$ cat config.mk
export PLATFORM = sky130hd
export DESIGN_NAME = power_unit_flags
export DESIGN_NICKNAME = d
export VERILOG_FILES = /design/src/verilog/power_unit_pkg.sv /design/src/verilog/power_unit_flags.sv /design/src/verilog/level_sync.sv
export SDC_FILE = /design/constraint.sdc
export NUM_CORES = 1
export LEC_CHECK = 0
export BUFFER_PORTS_ARGS = -buffer_cell sky130_fd_sc_hd__buf_4
export CAP_MARGIN = 10
export CORE_MARGIN = 1
export CORE_UTILIZATION = 56
export CTS_BUF_LIST = sky130_fd_sc_hd__clkbuf_8
export DETAILED_ROUTE_END_ITERATION = 7
export PLACE_DENSITY = 0.91
export SLEW_MARGIN = 20
export SYNTH_ARGS = -nofsm -noshare
export SYNTH_HDL_FRONTEND = slang
export SYNTH_SLANG_ARGS = --single-unit
export TNS_END_PERCENT = 50
$ cat constraint.sdc
create_clock -name CLK -period 2.3 [get_ports CLK]
set_input_delay 0 -clock CLK [delete_from_list [all_inputs] [get_ports CLK]]
set_output_delay 0 -clock CLK [all_outputs]
set_load 0.01 [all_outputs]
$ cat src/verilog/power_unit_pkg.sv
package power_unit_pkg;

	// Register addresses; the flag and mode registers share one address and
	// are told apart by the page selector.
	localparam logic [7:0] ADDR_POWER_CONTROL = 8'h87;
	localparam logic [7:0] ADDR_WAKE_MODE     = 8'hb6;
	localparam logic [3:0] PAGE_WAKE_FLAG     = 4'h0;
	localparam logic [3:0] PAGE_MODE          = 4'hf;

	// Reset values.
	localparam logic [7:0] RST_POWER_CONTROL = 8'h00;
	localparam logic [7:0] RST_MODE          = 8'h00;
	localparam logic [1:0] RST_WAKE_FLAGS    = 2'h0;

	// Field positions in the wake flag register.
	localparam int BIT_BATT_WAKE  = 2;
	localparam int BIT_PULSE_WAKE = 0;

	// Field positions in the mode register.
	localparam int BIT_CLK_OUT_EN  = 7;
	localparam int BIT_WAKE_OUT_EN = 6;
	localparam int BIT_MON_DISABLE = 5;

	// Field positions in the power control register.
	localparam int GF_HI      = 7;
	localparam int GF_LO      = 3;
	localparam int BIT_SUPPLY = 2;
	localparam int BIT_STOP   = 1;
	localparam int BIT_IDLE   = 0;

	// Timing.
	localparam int CLK_PERIOD_NS   = 10;
	localparam int WAKE_PULSE_NS   = 100;
	localparam int WAKE_PULSE_CYC  = (WAKE_PULSE_NS + CLK_PERIOD_NS - 1) / CLK_PERIOD_NS;
	localparam int FLAG_BLANK_CYC  = 2;
	localparam int SYNC_STAGES     = 2;

	// One special-function-register access from the core.
	typedef struct packed {
		logic [3:0] page;
		logic [7:0] addr;
		logic [7:0] wdata;
		logic       wr;
	} sfr_req_t;

	// The two wake sources of this register, battery monitor first.
	typedef struct packed {
		logic batt;
		logic pulse;
	} wake_pair_t;

endpackage : power_unit_pkg

$ cat src/verilog/power_unit_flags.sv
`timescale 1ns/1ps

// Behaviour
// - Flag bit 2: battery wake enable/flag.
// - Flag bit 0: pulse counter wake enable/flag.
// - Refuse oscillator off, suspend, sleep while flagged.
// - Flags read zero two clocks after suspend.
// - Mode bit 7 drives clock out pin.
// - Mode bit 6 enables wake request pin.
// - Mode bit 5 disables supply monitor.
// - Mode bits 4:0 read zero, ignore writes.
// - Control bits 7:3 are general flags.
// - Control bit 2 selects supply source.
// - Control bit 1 write enters stop.
// - Control bit 0 write enters idle.
// - Flags set on events regardless of enable.
// - Sleep exit drives wake request low.
module power_unit_flags
	import power_unit_pkg::*;
(
	input  wire logic                   CLK,
	input  wire logic                   RST,
	input  wire power_unit_pkg::sfr_req_t SFR_REQ,
	output logic [7:0]                  SFR_RDATA,
	input  wire logic                   BATT_MON_EVENT,
	input  wire logic                   PULSE_COUNT_EVENT,
	input  wire logic                   FLAG_CLEAR,
	input  wire logic                   SUSPEND_WAKE,
	input  wire logic                   SLEEP_EXIT,
	input  wire logic                   SUSPEND_REQ,
	input  wire logic                   SLEEP_REQ,
	input  wire logic                   LPOSC_OFF_REQ,
	output logic                        SUSPEND_GO,
	output logic                        SLEEP_GO,
	output logic                        LPOSC_OFF_GO,
	output logic                        BATT_WAKE_EN,
	output logic                        PULSE_WAKE_EN,
	input  wire logic                   RTC_OSC,
	output logic                        RTC_PIN_O,
	output logic                        RTC_PIN_OE_N,
	output logic                        WAKE_PIN_O,
	output logic                        WAKE_PIN_OE_N,
	output logic                        MONITOR_DISABLE,
	output logic                        SUPPLY_SELECT,
	output logic                        STOP_PULSE,
	output logic                        IDLE_PULSE
);
	import power_unit_pkg::*;

	localparam int PW = $clog2(WAKE_PULSE_CYC + 1);
	localparam int BW = $clog2(FLAG_BLANK_CYC + 1);
	localparam logic [PW-1:0] PULSE_LOAD = PW'(WAKE_PULSE_CYC);
	localparam logic [BW-1:0] BLANK_LOAD = BW'(FLAG_BLANK_CYC);

	typedef struct packed {
		wake_pair_t    enable;
		wake_pair_t    flags;
		logic [BW-1:0] blank;
		logic          clk_out_en;
		logic          wake_out_en;
		logic          mon_dis;
		logic [4:0]    gflags;
		logic          supply;
		logic          stop;
		logic          idle;
		logic          susp_go;
		logic          sleep_go;
		logic          osc_go;
		logic [PW-1:0] wake_cnt;
		logic          rtc_o;
		logic          rtc_oe_n;
		logic          wake_o;
		logic          wake_oe_n;
		logic [7:0]    rdata;
	} state_t;

	state_t     st_r;
	state_t     st_nxt;
	logic [2:0] sync_q;
	wake_pair_t evt;
	logic       rtc_s;
	wake_pair_t vis_flags;

	// Events and the oscillator come from other domains.
	level_sync #(
		.WIDTH(3)
	) u_sync (
		.CLK(CLK),
		.RST(RST),
		.D  ({RTC_OSC, BATT_MON_EVENT, PULSE_COUNT_EVENT}),
		.Q  (sync_q)
	);

	assign rtc_s     = sync_q[2];
	assign evt.batt  = sync_q[1];
	assign evt.pulse = sync_q[0];

	// Address decode used by both the write and the read path.
	function automatic logic hit(input sfr_req_t r, input logic [7:0] a, input logic chk_pg,
			input logic [3:0] pg);
		hit = (r.addr == a) && (!chk_pg || (r.page == pg));
	endfunction : hit

	// Flags are hidden, not lost, while the post-suspend blanking runs.
	// blank visible flags
	assign vis_flags = (st_r.blank != '0) ? '0 : st_r.flags;

	// Next-state logic for every register of the block.
	always_comb begin
		logic wr_flag;
		logic wr_mode;
		logic wr_power_control;
		logic any_flag;
		wr_flag  = SFR_REQ.wr && hit(SFR_REQ, ADDR_WAKE_MODE, 1'b1, PAGE_WAKE_FLAG);
		wr_mode  = SFR_REQ.wr && hit(SFR_REQ, ADDR_WAKE_MODE, 1'b1, PAGE_MODE);
		wr_power_control  = SFR_REQ.wr && hit(SFR_REQ, ADDR_POWER_CONTROL, 1'b0, 4'h0);
		any_flag = st_r.flags.batt || st_r.flags.pulse;
		st_nxt   = st_r;

		if (wr_flag) begin
			st_nxt.enable.batt  = SFR_REQ.wdata[BIT_BATT_WAKE];
			st_nxt.enable.pulse = SFR_REQ.wdata[BIT_PULSE_WAKE];
		end

		// Set beats clear so an event during the clear is kept.
		// flags track events always
		if (FLAG_CLEAR) begin
			st_nxt.flags = '0;
		end
		if (evt.batt) begin
			st_nxt.flags.batt = 1'b1;
		end
		if (evt.pulse) begin
			st_nxt.flags.pulse = 1'b1;
		end

		if (SUSPEND_WAKE) begin
			st_nxt.blank = BLANK_LOAD;
		end else if (st_r.blank != '0) begin
			st_nxt.blank = st_r.blank - 1'b1;
		end

		if (wr_mode) begin
			st_nxt.clk_out_en  = SFR_REQ.wdata[BIT_CLK_OUT_EN];
			st_nxt.wake_out_en = SFR_REQ.wdata[BIT_WAKE_OUT_EN];
			st_nxt.mon_dis     = SFR_REQ.wdata[BIT_MON_DISABLE];
		end

		st_nxt.stop = wr_power_control && SFR_REQ.wdata[BIT_STOP];
		st_nxt.idle = wr_power_control && SFR_REQ.wdata[BIT_IDLE];
		if (wr_power_control) begin
			st_nxt.gflags = SFR_REQ.wdata[GF_HI:GF_LO];
			st_nxt.supply = SFR_REQ.wdata[BIT_SUPPLY];
		end

		st_nxt.susp_go  = SUSPEND_REQ && !any_flag;
		st_nxt.sleep_go = SLEEP_REQ && !any_flag;
		st_nxt.osc_go   = LPOSC_OFF_REQ && !any_flag;

		st_nxt.rtc_o    = st_r.clk_out_en && rtc_s;
		st_nxt.rtc_oe_n = !st_r.clk_out_en;

		// The request pin idles high and pulses low after a sleep exit.
		// request pin enable
		if (SLEEP_EXIT && st_r.wake_out_en) begin
			st_nxt.wake_cnt = PULSE_LOAD;
		end else if (st_r.wake_cnt != '0) begin
			st_nxt.wake_cnt = st_r.wake_cnt - 1'b1;
		end
		st_nxt.wake_o    = !(st_r.wake_out_en && (st_nxt.wake_cnt != '0));
		st_nxt.wake_oe_n = !st_r.wake_out_en;

		// Read data is registered; unmapped addresses answer zero.
		// reserved read zero
		st_nxt.rdata = 8'h00;
		if (hit(SFR_REQ, ADDR_WAKE_MODE, 1'b1, PAGE_WAKE_FLAG)) begin
			st_nxt.rdata[BIT_BATT_WAKE]  = vis_flags.batt;
			st_nxt.rdata[BIT_PULSE_WAKE] = vis_flags.pulse;
		end else if (hit(SFR_REQ, ADDR_WAKE_MODE, 1'b1, PAGE_MODE)) begin
			st_nxt.rdata[BIT_CLK_OUT_EN]  = st_r.clk_out_en;
			st_nxt.rdata[BIT_WAKE_OUT_EN] = st_r.wake_out_en;
			st_nxt.rdata[BIT_MON_DISABLE] = st_r.mon_dis;
		end else if (hit(SFR_REQ, ADDR_POWER_CONTROL, 1'b0, 4'h0)) begin
			st_nxt.rdata[GF_HI:GF_LO] = st_r.gflags;
			st_nxt.rdata[BIT_SUPPLY]  = st_r.supply;
		end
	end

	// Reset also re-enables the supply monitor.
	always_ff @(posedge CLK) begin
		if (RST) begin
			st_r             <= '0;
			st_r.flags       <= RST_WAKE_FLAGS;
			st_r.clk_out_en  <= RST_MODE[BIT_CLK_OUT_EN];
			st_r.supply      <= RST_POWER_CONTROL[BIT_SUPPLY];
			st_r.rtc_oe_n    <= 1'b1;
			st_r.wake_o      <= 1'b1;
			st_r.wake_oe_n   <= 1'b1;
		end else begin
			st_r <= st_nxt;
		end
	end

	assign SFR_RDATA       = st_r.rdata;
	assign SUSPEND_GO      = st_r.susp_go;
	assign SLEEP_GO        = st_r.sleep_go;
	assign LPOSC_OFF_GO    = st_r.osc_go;
	assign BATT_WAKE_EN    = st_r.enable.batt;
	assign PULSE_WAKE_EN   = st_r.enable.pulse;
	assign RTC_PIN_O       = st_r.rtc_o;
	assign RTC_PIN_OE_N    = st_r.rtc_oe_n;
	assign WAKE_PIN_O      = st_r.wake_o;
	assign WAKE_PIN_OE_N   = st_r.wake_oe_n;
	assign MONITOR_DISABLE = st_r.mon_dis;
	assign SUPPLY_SELECT   = st_r.supply;
	assign STOP_PULSE      = st_r.stop;
	assign IDLE_PULSE      = st_r.idle;

	logic wr_pc_a;
	logic wr_fl_a;
	logic rd_fl_a;
	logic rd_md_a;
	assign wr_pc_a = SFR_REQ.wr && (SFR_REQ.addr == ADDR_POWER_CONTROL);
	assign wr_fl_a = SFR_REQ.wr && (SFR_REQ.addr == ADDR_WAKE_MODE)
		&& (SFR_REQ.page == PAGE_WAKE_FLAG);
	assign rd_fl_a = (SFR_REQ.addr == ADDR_WAKE_MODE) && (SFR_REQ.page == PAGE_WAKE_FLAG);
	assign rd_md_a = (SFR_REQ.addr == ADDR_WAKE_MODE) && (SFR_REQ.page == PAGE_MODE);
endmodule : power_unit_flags

$ cat src/verilog/level_sync.sv
`timescale 1ns/1ps

// Two-stage synchroniser for levels arriving from another clock domain.
module level_sync #(
	parameter int WIDTH = 1
) (
	input  wire logic             CLK,
	input  wire logic             RST,
	input  wire logic [WIDTH-1:0] D,
	output logic      [WIDTH-1:0] Q
);
	typedef struct packed {
		logic [WIDTH-1:0] meta;
		logic [WIDTH-1:0] stable;
	} sync_state_t;

	sync_state_t st_r;
	sync_state_t st_nxt;

	// The first stage feeds only the second stage.
	always_comb begin
		st_nxt.meta   = D;
		st_nxt.stable = st_r.meta;
	end

	always_ff @(posedge CLK) begin
		if (RST) begin
			st_r <= '0;
		end else begin
			st_r <= st_nxt;
		end
	end

	assign Q = st_r.stable;

endmodule : level_sync

* Word-level counts from Yosys, hierarchy flattened
Index checks and enable logic that the tools add are counted.
** Storage, ports and cells
- Latch bits :: 0
- Output and inout port bits :: 21
- Word-level logic and storage cells :: 76
- Flip-flop bits (word level) :: 42
- Bits in writable memories :: 0
- Memories :: 0
- Input bits :: 32
- Memory bits (read-only) :: 0
** Operators by class
- Order comparisons :: 0
- Multipliers :: 0
- Div/mod/pow operators :: 0
- Reductions and logical operators :: 29
- Muxes and demuxes :: 12
- Bitwise operators :: 2
- Shifts and indexed selects :: 0
- Equal/unequal tests :: 3
- $add $sub $neg :: 2
** Operator list (number)
- $eq A8 B8 Y1 const B :: 2
- $logic_and A1 B1 Y1 :: 13
- $mux W2 :: 4
- $mux W4 :: 2
- $reduce_bool A2 Y1 :: 4
- $reduce_bool A4 Y1 :: 2
- $mux W6 :: 1
- $eq A4 B4 Y1 const B :: 1
- $logic_not A1 Y1 :: 4
- $logic_not A4 Y1 :: 1
- $mux W1 :: 4
- $reduce_or A2 Y1 :: 2
- $reduce_or A4 Y1 :: 1
- $sub A4 B1 Y4 const B :: 1
- $mux W3 :: 1
- $reduce_or A3 Y1 :: 1
- $not A1 Y1 :: 2
- $sub A2 B1 Y2 const B :: 1
- $logic_or A1 B1 Y1 :: 1

* Longest topological paths before layout
Gate-level depths: netlist of the first run.
- Depth in word-level cells :: 6
- Gate-level depth with buffers :: 5
- Gate-level depth less buffers :: 5

* Modules after synthesis
Synthesis of the first run repeated with hierarchy kept, for this count alone.
** Second synthesis, totals
- Cells, all modules :: 146
- Area total of the unflattened synthesis :: 1551.5 µm²
** Modules (own cells, without submodules)
- power_unit_flags :: times used 1, cells an instance 134, area an instance 1393.8 µm²
- level_sync :: times used 1, cells an instance 12, area an instance 157.7 µm²

* Worst setup path after synthesis of the first run
OpenSTA, ideal clock, no wires.
- Kind :: register -> register
- Start point :: register st_r[12] (netlist bit)
- End point :: register st_r, in the netlist WAKE_PIN_O
- Setup time :: 0.101 ns
- Arrival :: 1.249 ns
- Cell stages (with the launch flop) :: 6
- Slack :: 0.950 ns
- Cell sequence :: dfxtp_1 -> inv_1 -> ha_1 -> nor3b_2 -> mux2i_1 -> o41ai_1
** Between the ends
- Word-level cells in the longest chain between the ends :: 6
** Ends and longest elaborated chain
- from (decl) :: RTL line power_unit_flags.sv:77 : state_t st_r;
- from (signal assigned) :: RTL line power_unit_flags.sv:200 : st_r <= st_nxt;
- $sub A4 B1 Y4 or $reduce_bool A4 Y1 (tied branches) :: RTL line power_unit_flags.sv:168, power_unit_flags.sv:167
- $mux W4 (*) :: RTL line power_unit_flags.sv:167 : end else if (st_r.wake_cnt != '0) begin
- $mux W4 (*) :: RTL line power_unit_flags.sv:165 : if (SLEEP_EXIT && st_r.wake_out_en) begin
- $reduce_bool A4 Y1 (*) :: RTL line power_unit_flags.sv:170 : st_nxt.wake_o = !(st_r.wake_out_en && (st_nxt.wake_cnt != '0));
- $logic_and A1 B1 Y1 (*) :: RTL line power_unit_flags.sv:170
- $logic_not A1 Y1 (*) :: RTL line power_unit_flags.sv:170
Mark *: on every way between the ends. The rest lies on a longest branch, timed or not.
A chain may end at the register's enable or synchronous reset.

* Worst setup path in the final report of the first run
Same ends and word-level chain as after synthesis.

==> metrics.txt, run 1 <==
RePlAce Congestion=around 0.75; worst-case reg-to-reg path depth=5; top_reg_cell synth=dfxtp_1; initial DRC count=between 40 and 50; mean routed wirelength per cell=~14 um; Root Buffer=clkbuf_8; reg2reg start=st_r[12]; GRT overflow=0; # nets final=roughly 250; diode count=0; final clock skew=between 0.006 and 0.007 ns; top-area cell type share of the netlist area=about half; Core Area=0.00276 mm^2; first-pass GRT wire length=slightly below 6 mm; fin worst setup slack=between 0.7 and 0.8 ns; Max Cap Viol=0; most common cell in the netlist=dfxtp_1; Final HPWL DP=roughly 2.4 mm; Rel. slew slack=approximately three fifths; syn nets=approximately 190; Max FO, Critical Path=5; GRT Util Overall=24.7%; Max Clk Rate=627 MHz; DIE AREA=0.00313 mm^2; outcome=completed; Hold Crit Depth=3; H-tree depth=2; most frequent cells after synthesis=dfxtp_1, nand2b_1, mux2i_1; worst min-delay path class=primary input to flop; RSZ-0062 raised after global routing=false; Worst Setup End Kind=flop; row count=19; Layout Area Growth over Synthesis=35.3%; flop2flop setup slack=0.71 ns; worst slew pin tran=roughly 0.6 ns; element type at the critical path start=flop; FFs w/ async S/R, synth=0%; pre-CTS setup slack=between 0.7 and 0.8 ns; DRC Markers=0; crit path DAT=1.78 ns; Post-synth EDFFs=0; Mapped Avg Cell Area=10.3 um^2; Hold EP=st_r[24]; clock-pin slew on the worst setup and hold paths=roughly 0.07 ns; CTS buffer count=5; Tcrit/Tclk final=approximately 69%; DRT Pass-1 Iters=4; largest net degree at the start of global routing=43; setup TNS=0 ns; IO Pins=53; post-synthesis cell type count=33; Max Root-Sink Buffers=2; peak supply drop=approximately 0.00078 V; RR Endpoint=WAKE_PIN_O; critical path class=flop to flop; Min Clock Period, post-route=1.59 ns; TritonCTS clock tree=yes; Final Slew Violations=0; HP Start=SFR_REQ[6]; Die Ht=between 50 and 60 um; Fillers=approximately 180; post-CTS setup buffer count=0; clock latency on the worst-skew pair=about 0.30 ns; Req. time, crit path=around 2.5 ns; post-CTS sizing=0; Buffers on Ports=51; Num Clock Sinks=41; share of cells above drive strength 1=30.7%; Starting Density=59.1%; final wirelength=roughly 3.4 mm; Gate Count Post-Synth=between 150 and 200; Final Hold Fails=0; initial antenna violation count=0; Syn. warnings=0; post-synth top area cell=dfxtp_1; DRT antenna net count=0; PwrDens=approximately 770 mW/mm^2; leakage=between 0.9 and 1 nW; top cells by area, synth=dfxtp_1, mux2i_1, nand2b_1; Setup-failing EPs final=0; vias in the first global route=between 1000 and 1500; # hold bufs at CTS=12; DR vias=approximately 1300; Die Wd=56.0 um; sequential area share after synthesis=~50%; Seq cells post-synth=41; Cell Area, Synth=0.00163 mm^2; via/cell ratio=~5.2
worst max-delay path by stage:
stage | start | to | slack, ns
5_1_grt | st_r[12] | WAKE_PIN_O | 0.60
3_3_place_gp | st_r[12] | WAKE_PIN_O | 0.92
6_report | st_r[12] | WAKE_PIN_O | 0.71
3_5_place_dp | st_r[12] | WAKE_PIN_O | 0.73
4_1_cts | st_r[12] | WAKE_PIN_O | 0.71
2_1_floorplan | st_r[12] | WAKE_PIN_O | 0.95
power breakdown:
| group | switching (W) | internal, W | leakage, nW | total, W |
|---|---|---|---|---|
| clock network | 0.000246 | 0.000353 | 0.0574 | 0.000599 |
| logic | 0.000137 | 0.000172 | 0.571 | 0.000310 |
| registers | 0.0000352 | 0.000747 | 0.334 | 0.000782 |
per-stage QoR:
| step | utilization, % | hold slack, ns | area (um^2) | total power [W] | std cells |
|---|---|---|---|---|---|
| after global placement | 71.3 | 0.176 | 1970 | 0.00106 | 226 |
| after floorplan | - | 0.0793 | 1630 | 0.000996 | 159 |
| after CTS | 80.0 | 0.00288 | 2210 | 0.00170 | 246 |
| after global routing | 80.0 | 0.00702 | 2210 | 0.00176 | 246 |
| after detailed placement | 71.3 | 0.183 | 1970 | 0.00109 | 226 |
| final | 80.0 | 0.00345 | 2210 | 0.00169 | 246 |
cells by family (layout without fill, tap and decap cells):
group	count (synthesis)	count (layout)	synth area share (%)
muxes	14	14	8.60
buffers and inverters	22	78	6.91
AOI/OAI and AO/OA	11	11	4.45
DFF	41	41	50.3
xor gates and xnor gates	2	2	1.07
other	1	1	0.230
adders and majority gates	1	1	0.767
and+or+nand+nor	67	67	27.6
metal layers:
metal	GRT usage [%]	wire length [um]
met5	0	0
met4	13.2	63
met1	25.3	1380
met2	44.1	1790
met3	8.60	171
final cells by class:
cell class	instances	area (um^2)	share of cell area (%)
multi-input combinational	96	697	31.6
timing repair buffer	63	503	22.8
tap	31	38.8	1.76
inverter	7	26.3	1.19
clock inverter	2	37.5	1.70
sequential	41	821	37.2
clock buffer	6	82.6	3.74
sequential cells by signal, summed over array words and instances, names as in the netlist:
signal,count
BATT_WAKE_EN,1
WAKE_PIN_O,1
SLEEP_GO,1
MONITOR_DISABLE,1
LPOSC_OFF_GO,1
u_sync.st_nxt,3
SUSPEND_GO,1
WAKE_PIN_OE_N,1
RTC_PIN_O,1
u_sync.Q,3
IDLE_PULSE,1
SUPPLY_SELECT,1
PULSE_WAKE_EN,1
SFR_RDATA,7
RTC_PIN_OE_N,1
STOP_PULSE,1
st_r,15
placed cells by master, fill, tap and decap left out, drive strengths merged, types with 4 or more instances in the layout:
master and count:
buf 51, dfxtp 41, nand2b 17, mux2i 14, dlygate4sd3 12, nor2b 8
inv 7, a21oi 6, nor3 6, clkbuf 6, nor3b 6, nor2 5
nand3 4
worst max-delay path, stage by stage, from the launching register on:
cell and delay (ns):
dfxtp_1 0.35, inv_1 0.11, ha_1 0.25, nor3b_2 0.30
mux2i_1 0.14, o41ai_1 0.34
Note: power is estimated with default switching activity, not from simulation.
==> run 2: changes to the inputs <==
--- a/config.mk
+++ b/config.mk
@@ -8,10 +8,10 @@
 export BUFFER_PORTS_ARGS = -buffer_cell sky130_fd_sc_hd__buf_4
 export CAP_MARGIN = 10
 export CORE_MARGIN = 1
-export CORE_UTILIZATION = 56
+export CORE_UTILIZATION = 52
 export CTS_BUF_LIST = sky130_fd_sc_hd__clkbuf_8
 export DETAILED_ROUTE_END_ITERATION = 7
-export PLACE_DENSITY = 0.91
+export PLACE_DENSITY = 0.86
 export SLEW_MARGIN = 20
 export SYNTH_ARGS = -nofsm -noshare
 export SYNTH_HDL_FRONTEND = slang
==> constraint.sdc (replaced) <==
create_clock -name CLK -period 1.65 [get_ports CLK]
set_input_delay 0 -clock CLK [delete_from_list [all_inputs] [get_ports CLK]]
set_output_delay 0 -clock CLK [all_outputs]
set_load 0.01 [all_outputs]
==> metrics.txt, run 2 (same netlist as run 1, synthesis figures left out) <==
Max Root-Sink Buffers=2; clock-pin slew on the worst setup and hold paths=0.08 ns; Layout Area Growth over Synthesis=35.8%; row count=19; DIE AREA=between 0.003 and 0.004 mm^2; initial DRC count=54; peak supply drop=between 0.0009 and 0.001 V; setup TNS=0 ns; largest reg by FF count=st_r; Min Clock Period, post-route=1.51 ns; outcome=complete, but fails checks; worst setup path endpoint=WAKE_PIN_O; element type at the critical path start=flop; flop2flop setup slack=0.14 ns; Max Clk Rate=around 660 MHz; Layout Utilization=~78%; CTS buffer count=5; Final HPWL DP=roughly 2.4 mm; # nets final=~250; max FFs per register=15; crit path DAT=1.70 ns; DRT Pass-1 Iters=6; Req. time, crit path=about 1.8 ns; clock latency on the worst-skew pair=0.29 ns; most common cell after layout, fill and taps aside=buf_4; Root Buffer=clkbuf_8; mean routed wirelength per cell=13.7 um; Die Ht=around 58 um; vias in the first global route=1359; pre-CTS setup slack=0.144 ns; Max FO, Critical Path=5; Worst Setup End Kind=flop; cell area after placement=0.00197 mm^2; fin worst setup slack=between 0.1 and 0.15 ns; Num Clock Sinks=41; design area=approximately 0.0022 mm^2; Cells after DPL=227; Setup-failing EPs final=0; Die Wd=slightly below 60 um; H-tree depth=2; Max Cap Viol=0; Buffers on Ports=between 50 and 60; RR Endpoint=WAKE_PIN_O; fin cells=approximately 250; largest net degree at the start of global routing=between 40 and 50; Final Hold Fails=0; most frequent cells in the layout=buf_4, dfxtp_1, nand2b_1; final clock skew=0.00523 ns; Final Slew Violations=0; Core Area=0.00285 mm^2; GRT Util Overall=roughly 22%; DRT antenna net count=0; RSZ-0062 raised after global routing=false; IO Pins=53; via/cell ratio=roughly 5.2; DRC Markers=5; RePlAce Congestion=0.787; TritonCTS clock tree=yes; initial antenna violation count=0; worst min-delay path class=primary input to flop; first-pass GRT wire length=roughly 5.6 mm; critical path class=flop to flop; final wirelength=~3.4 mm; diode count=0; worst setup path startpoint=st_r[12]; Starting Density=around 57%; worst-case reg-to-reg path depth=5; share of cells above drive strength 1=31.0%; Fillers=roughly 200; PwrDens=1060 mW/mm^2; failing checks=DRC; DR vias=1279; Tcrit/Tclk final=about nine tenths; GRT overflow=0; reg2reg start=st_r[12]; leakage=0.968 nW
-- run 2: worst min-delay path by stage --
| stage | startpoint | endpoint | slack (ns) | cells past startpoint |
|---|---|---|---|---|
| floorplan | SUSPEND_WAKE | st_r[30] | 0.08 | 1 |
| global placement | SUSPEND_WAKE | st_r[30] | 0.18 | 2 |
| detailed placement | SUSPEND_WAKE | st_r[30] | 0.18 | 2 |
| CTS | SFR_REQ[7] | st_r[28] | 0.003 | 3 |
| global route | SFR_REQ[6] | MONITOR_DISABLE | 0.03 | 3 |
| finish | SFR_REQ[6] | st_r[24] | 0.005 | 3 |
-- run 2: critical path, cell delays in order (launching register included) --
cell     delay, ns
dfxtp_1       0.35
inv_1         0.11
ha_1          0.26
nor3b_2       0.28
mux2i_1       0.13
o41ai_1       0.29
-- run 2: final cells by class --
class,instances,area (um^2),share of cell area (%)
clock buffers,6,82.6,3.73
clock inverters,2,37.5,1.70
inverters,7,26.3,1.19
multi-input cells,96,697,31.5
flip-flops and latches,41,821,37.1
well taps,31,38.8,1.75
repair buffers,64,510,23.1
-- run 2: timing repair --
| action | 4_1_cts | 5_1_grt |
|---|---|---|
| hold buffers | 12 | 0 |
| endpoints found under the hold margin | 13 | 0 |
| gates resized for setup | 0 | 0 |
| setup buffers | 0 | 0 |
-- run 2: through the flow --
step                hold slack (ns)  power [W]
floorplan                    0.0793    0.00139
global placement              0.176    0.00148
detailed placement            0.182    0.00152
CTS                         0.00272    0.00236
global route                 0.0266    0.00245
finish                      0.00516    0.00235
-- run 2: per-layer routing --
metal  global-route usage [%]  part of all wire (%)  up-vias  routed length [um]
met5                        0                     0        -                   0
met4                     10.2                   1.8        0                  61
met3                     5.36                   4.7        8                 159
met2                     41.4                    53       37                1800
met1                     23.5                    40      589                1350
li1                         -                     -      645                   -
-- run 2: where the power goes --
group          internal, W  switching (W)
registers          0.00104      0.0000473
clock network     0.000492       0.000337
logic             0.000243       0.000190
==> run 3: changes to the inputs <==
--- a/config.mk
+++ b/config.mk
@@ -7,11 +7,13 @@
 export LEC_CHECK = 0
 export BUFFER_PORTS_ARGS = -buffer_cell sky130_fd_sc_hd__buf_4
 export CAP_MARGIN = 10
+export CELL_PAD_IN_SITES_DETAIL_PLACEMENT = 1
+export CELL_PAD_IN_SITES_GLOBAL_PLACEMENT = 2
 export CORE_MARGIN = 1
-export CORE_UTILIZATION = 52
+export CORE_UTILIZATION = 31
 export CTS_BUF_LIST = sky130_fd_sc_hd__clkbuf_8
 export DETAILED_ROUTE_END_ITERATION = 7
-export PLACE_DENSITY = 0.86
+export PLACE_DENSITY = 0.84
 export SLEW_MARGIN = 20
 export SYNTH_ARGS = -nofsm -noshare
 export SYNTH_HDL_FRONTEND = slang
==> metrics.txt, run 3 (same netlist as run 1, synthesis figures left out) <==
share of cells above drive strength 1=between 30% and 40%; critical path class=flop to flop; Tot Pwr=around 0.0023 W; largest net degree at the start of global routing=43; Multi-input gate area=697 um^2; Max Clk Rate=~670 MHz; via/cell ratio=4.44; setup TNS=0 ns; worst min-delay path class=primary input to flop; Final Hold Fails=0; Tcrit/Tclk final=around 90%; crit-path max cell delay=between 0.3 and 0.4 ns; Worst path top cell family by delay=flip-flops; DRT Pass-1 Iters=4; outcome=completed; IO Pins=53; Die Wd=approximately 75 um; leakage=approximately 1 nW; pre-CTS setup slack=0.172 ns; element type at the critical path start=flop; Starting Density=32.1%; RSZ-0062 raised after global routing=false; Reg area=~800 um^2; max FFs per register=15; crit path DAT=roughly 1.7 ns; initial DRC count=33; critical path's slowest cell=dfxtp_1; clock share of power=a little over a third; clock-pin slew on the worst setup and hold paths=roughly 0.08 ns; diode count=0; GRT Util Overall=roughly 14%; Psw=between 0.0005 and 0.0006 W; DIE AREA=about 0.0056 mm^2; CTS buffer count=5; Fillers=roughly 600; peak supply drop=0.000452 V; Worst Path Buf+Inv=1; Sw Share=roughly a quarter; Setup-failing EPs final=0; Sequential Power Share=a little under half; Num Clock Sinks=41; Max Cap Viol=0; H-tree depth=2; combinational power share=18.4%; final hold slack=0.00599 ns; DR vias=roughly 1300; Min Clock Period, post-route=about 1.5 ns; TritonCTS clock tree=yes; RePlAce Congestion=0.675; final wirelength=approximately 3.5 mm; DRC Markers=0; vias in the first global route=approximately 1300; crit path cell chain=inv_1, ha_1, nor3b_2, mux2i_1, o41ai_1; Layout Area Growth over Synthesis=39.4%; Core Area=~0.005 mm^2; Final HPWL DP=2.53 mm; Die Ht=74.5 um; GRT overflow=0; most frequent cells in the layout=buf_4, dfxtp_1, nand2b_1; first-pass GRT wire length=roughly 5.7 mm; Max Root-Sink Buffers=2; initial antenna violation count=0; # nets final=250; Buffers on Ports=just over 50; internal power=0.00177 W; PwrDens=just over 1000 mW/mm^2; largest reg by FF count=st_r; final clock skew=0.00490 ns; Req. time, crit path=1.84 ns; DRT antenna net count=0; Worst Setup End Kind=flop; Max FO, Critical Path=5; row count=26; clock latency on the worst-skew pair=roughly 0.28 ns; mean routed wirelength per cell=roughly 12 um; most common cell after layout, fill and taps aside=buf_4; fin worst setup slack=around 0.17 ns; Final Slew Violations=0; Root Buffer=clkbuf_8
-- run 3: cell count changes in the layout (fill, tap and decap cells not counted), sizes merged --
cell and change:
buf +2, clkinvlp -1, inv +1
-- run 3: area by class of cell --
cell class	instances	area share [%]
Sequential cell	41	36.1
Multi-Input combinational cell	96	30.7
Timing Repair Buffer	66	23.1
Tap cell	70	3.85
Clock buffer	6	3.63
Clock inverter	2	1.49
Inverter	7	1.16
-- run 3: worst paths after layout --
kind | from | depth (start not counted) | end | slack, ns
hold reg to reg | u_sync.Q[2] | 2 | RTC_PIN_O | 0.42
hold / removal | SFR_REQ[8] | 3 | st_r[29] | 0.006
setup reg to reg | st_r[12] | 5 | WAKE_PIN_O | 0.17
setup / recovery | st_r[12] | 5 | WAKE_PIN_O | 0.17
-- run 3: power groups by stage --
stage | clock network [W] | logic (W) | registers (W)
2_1_floorplan | 0 | 0.000287 | 0.00110
3_3_place_gp | 0 | 0.000402 | 0.00111
3_5_place_dp | 0 | 0.000409 | 0.00111
4_1_cts | 0.000844 | 0.000434 | 0.00109
5_1_grt | 0.000890 | 0.000475 | 0.00110
6_report | 0.000812 | 0.000427 | 0.00109
-- run 3: worst reg2reg max path, stage by stage, from the launching register on --
cell	delay (ns)
dfxtp_1	0.34
inv_1	0.10
ha_1	0.25
nor3b_2	0.27
mux2i_1	0.13
o41ai_1	0.29
-- run 3: repair_timing --
| action | CTS | global route |
|---|---|---|
| hold buffers | 12 | 0 |
| resized for setup | 0 | 0 |
| endpoints found under the hold margin | 14 | 0 |
| buffers inserted | 0 | 0 |
-- run 3: metrics by stage --
stage | std cells | utilization (%) | area [um^2]
after floorplan | 159 | - | 1630
after global placement | 268 | 40.1 | 2040
after detailed placement | 268 | 40.1 | 2040
after CTS | 288 | 44.8 | 2270
after global routing | 288 | 44.8 | 2270
final | 288 | 44.8 | 2270
-- run 3: per-layer routing --
metal  share of wire, %  vias to the layer above  wire [um]  GRT usage, %
met5                  0                        -          0             0
met4               0.77                        0         27          4.40
met1                 44                      600       1560          15.9
met3                4.6                        4        162          4.20
li1                   -                      646          -             -
met2                 50                       30       1770          24.2
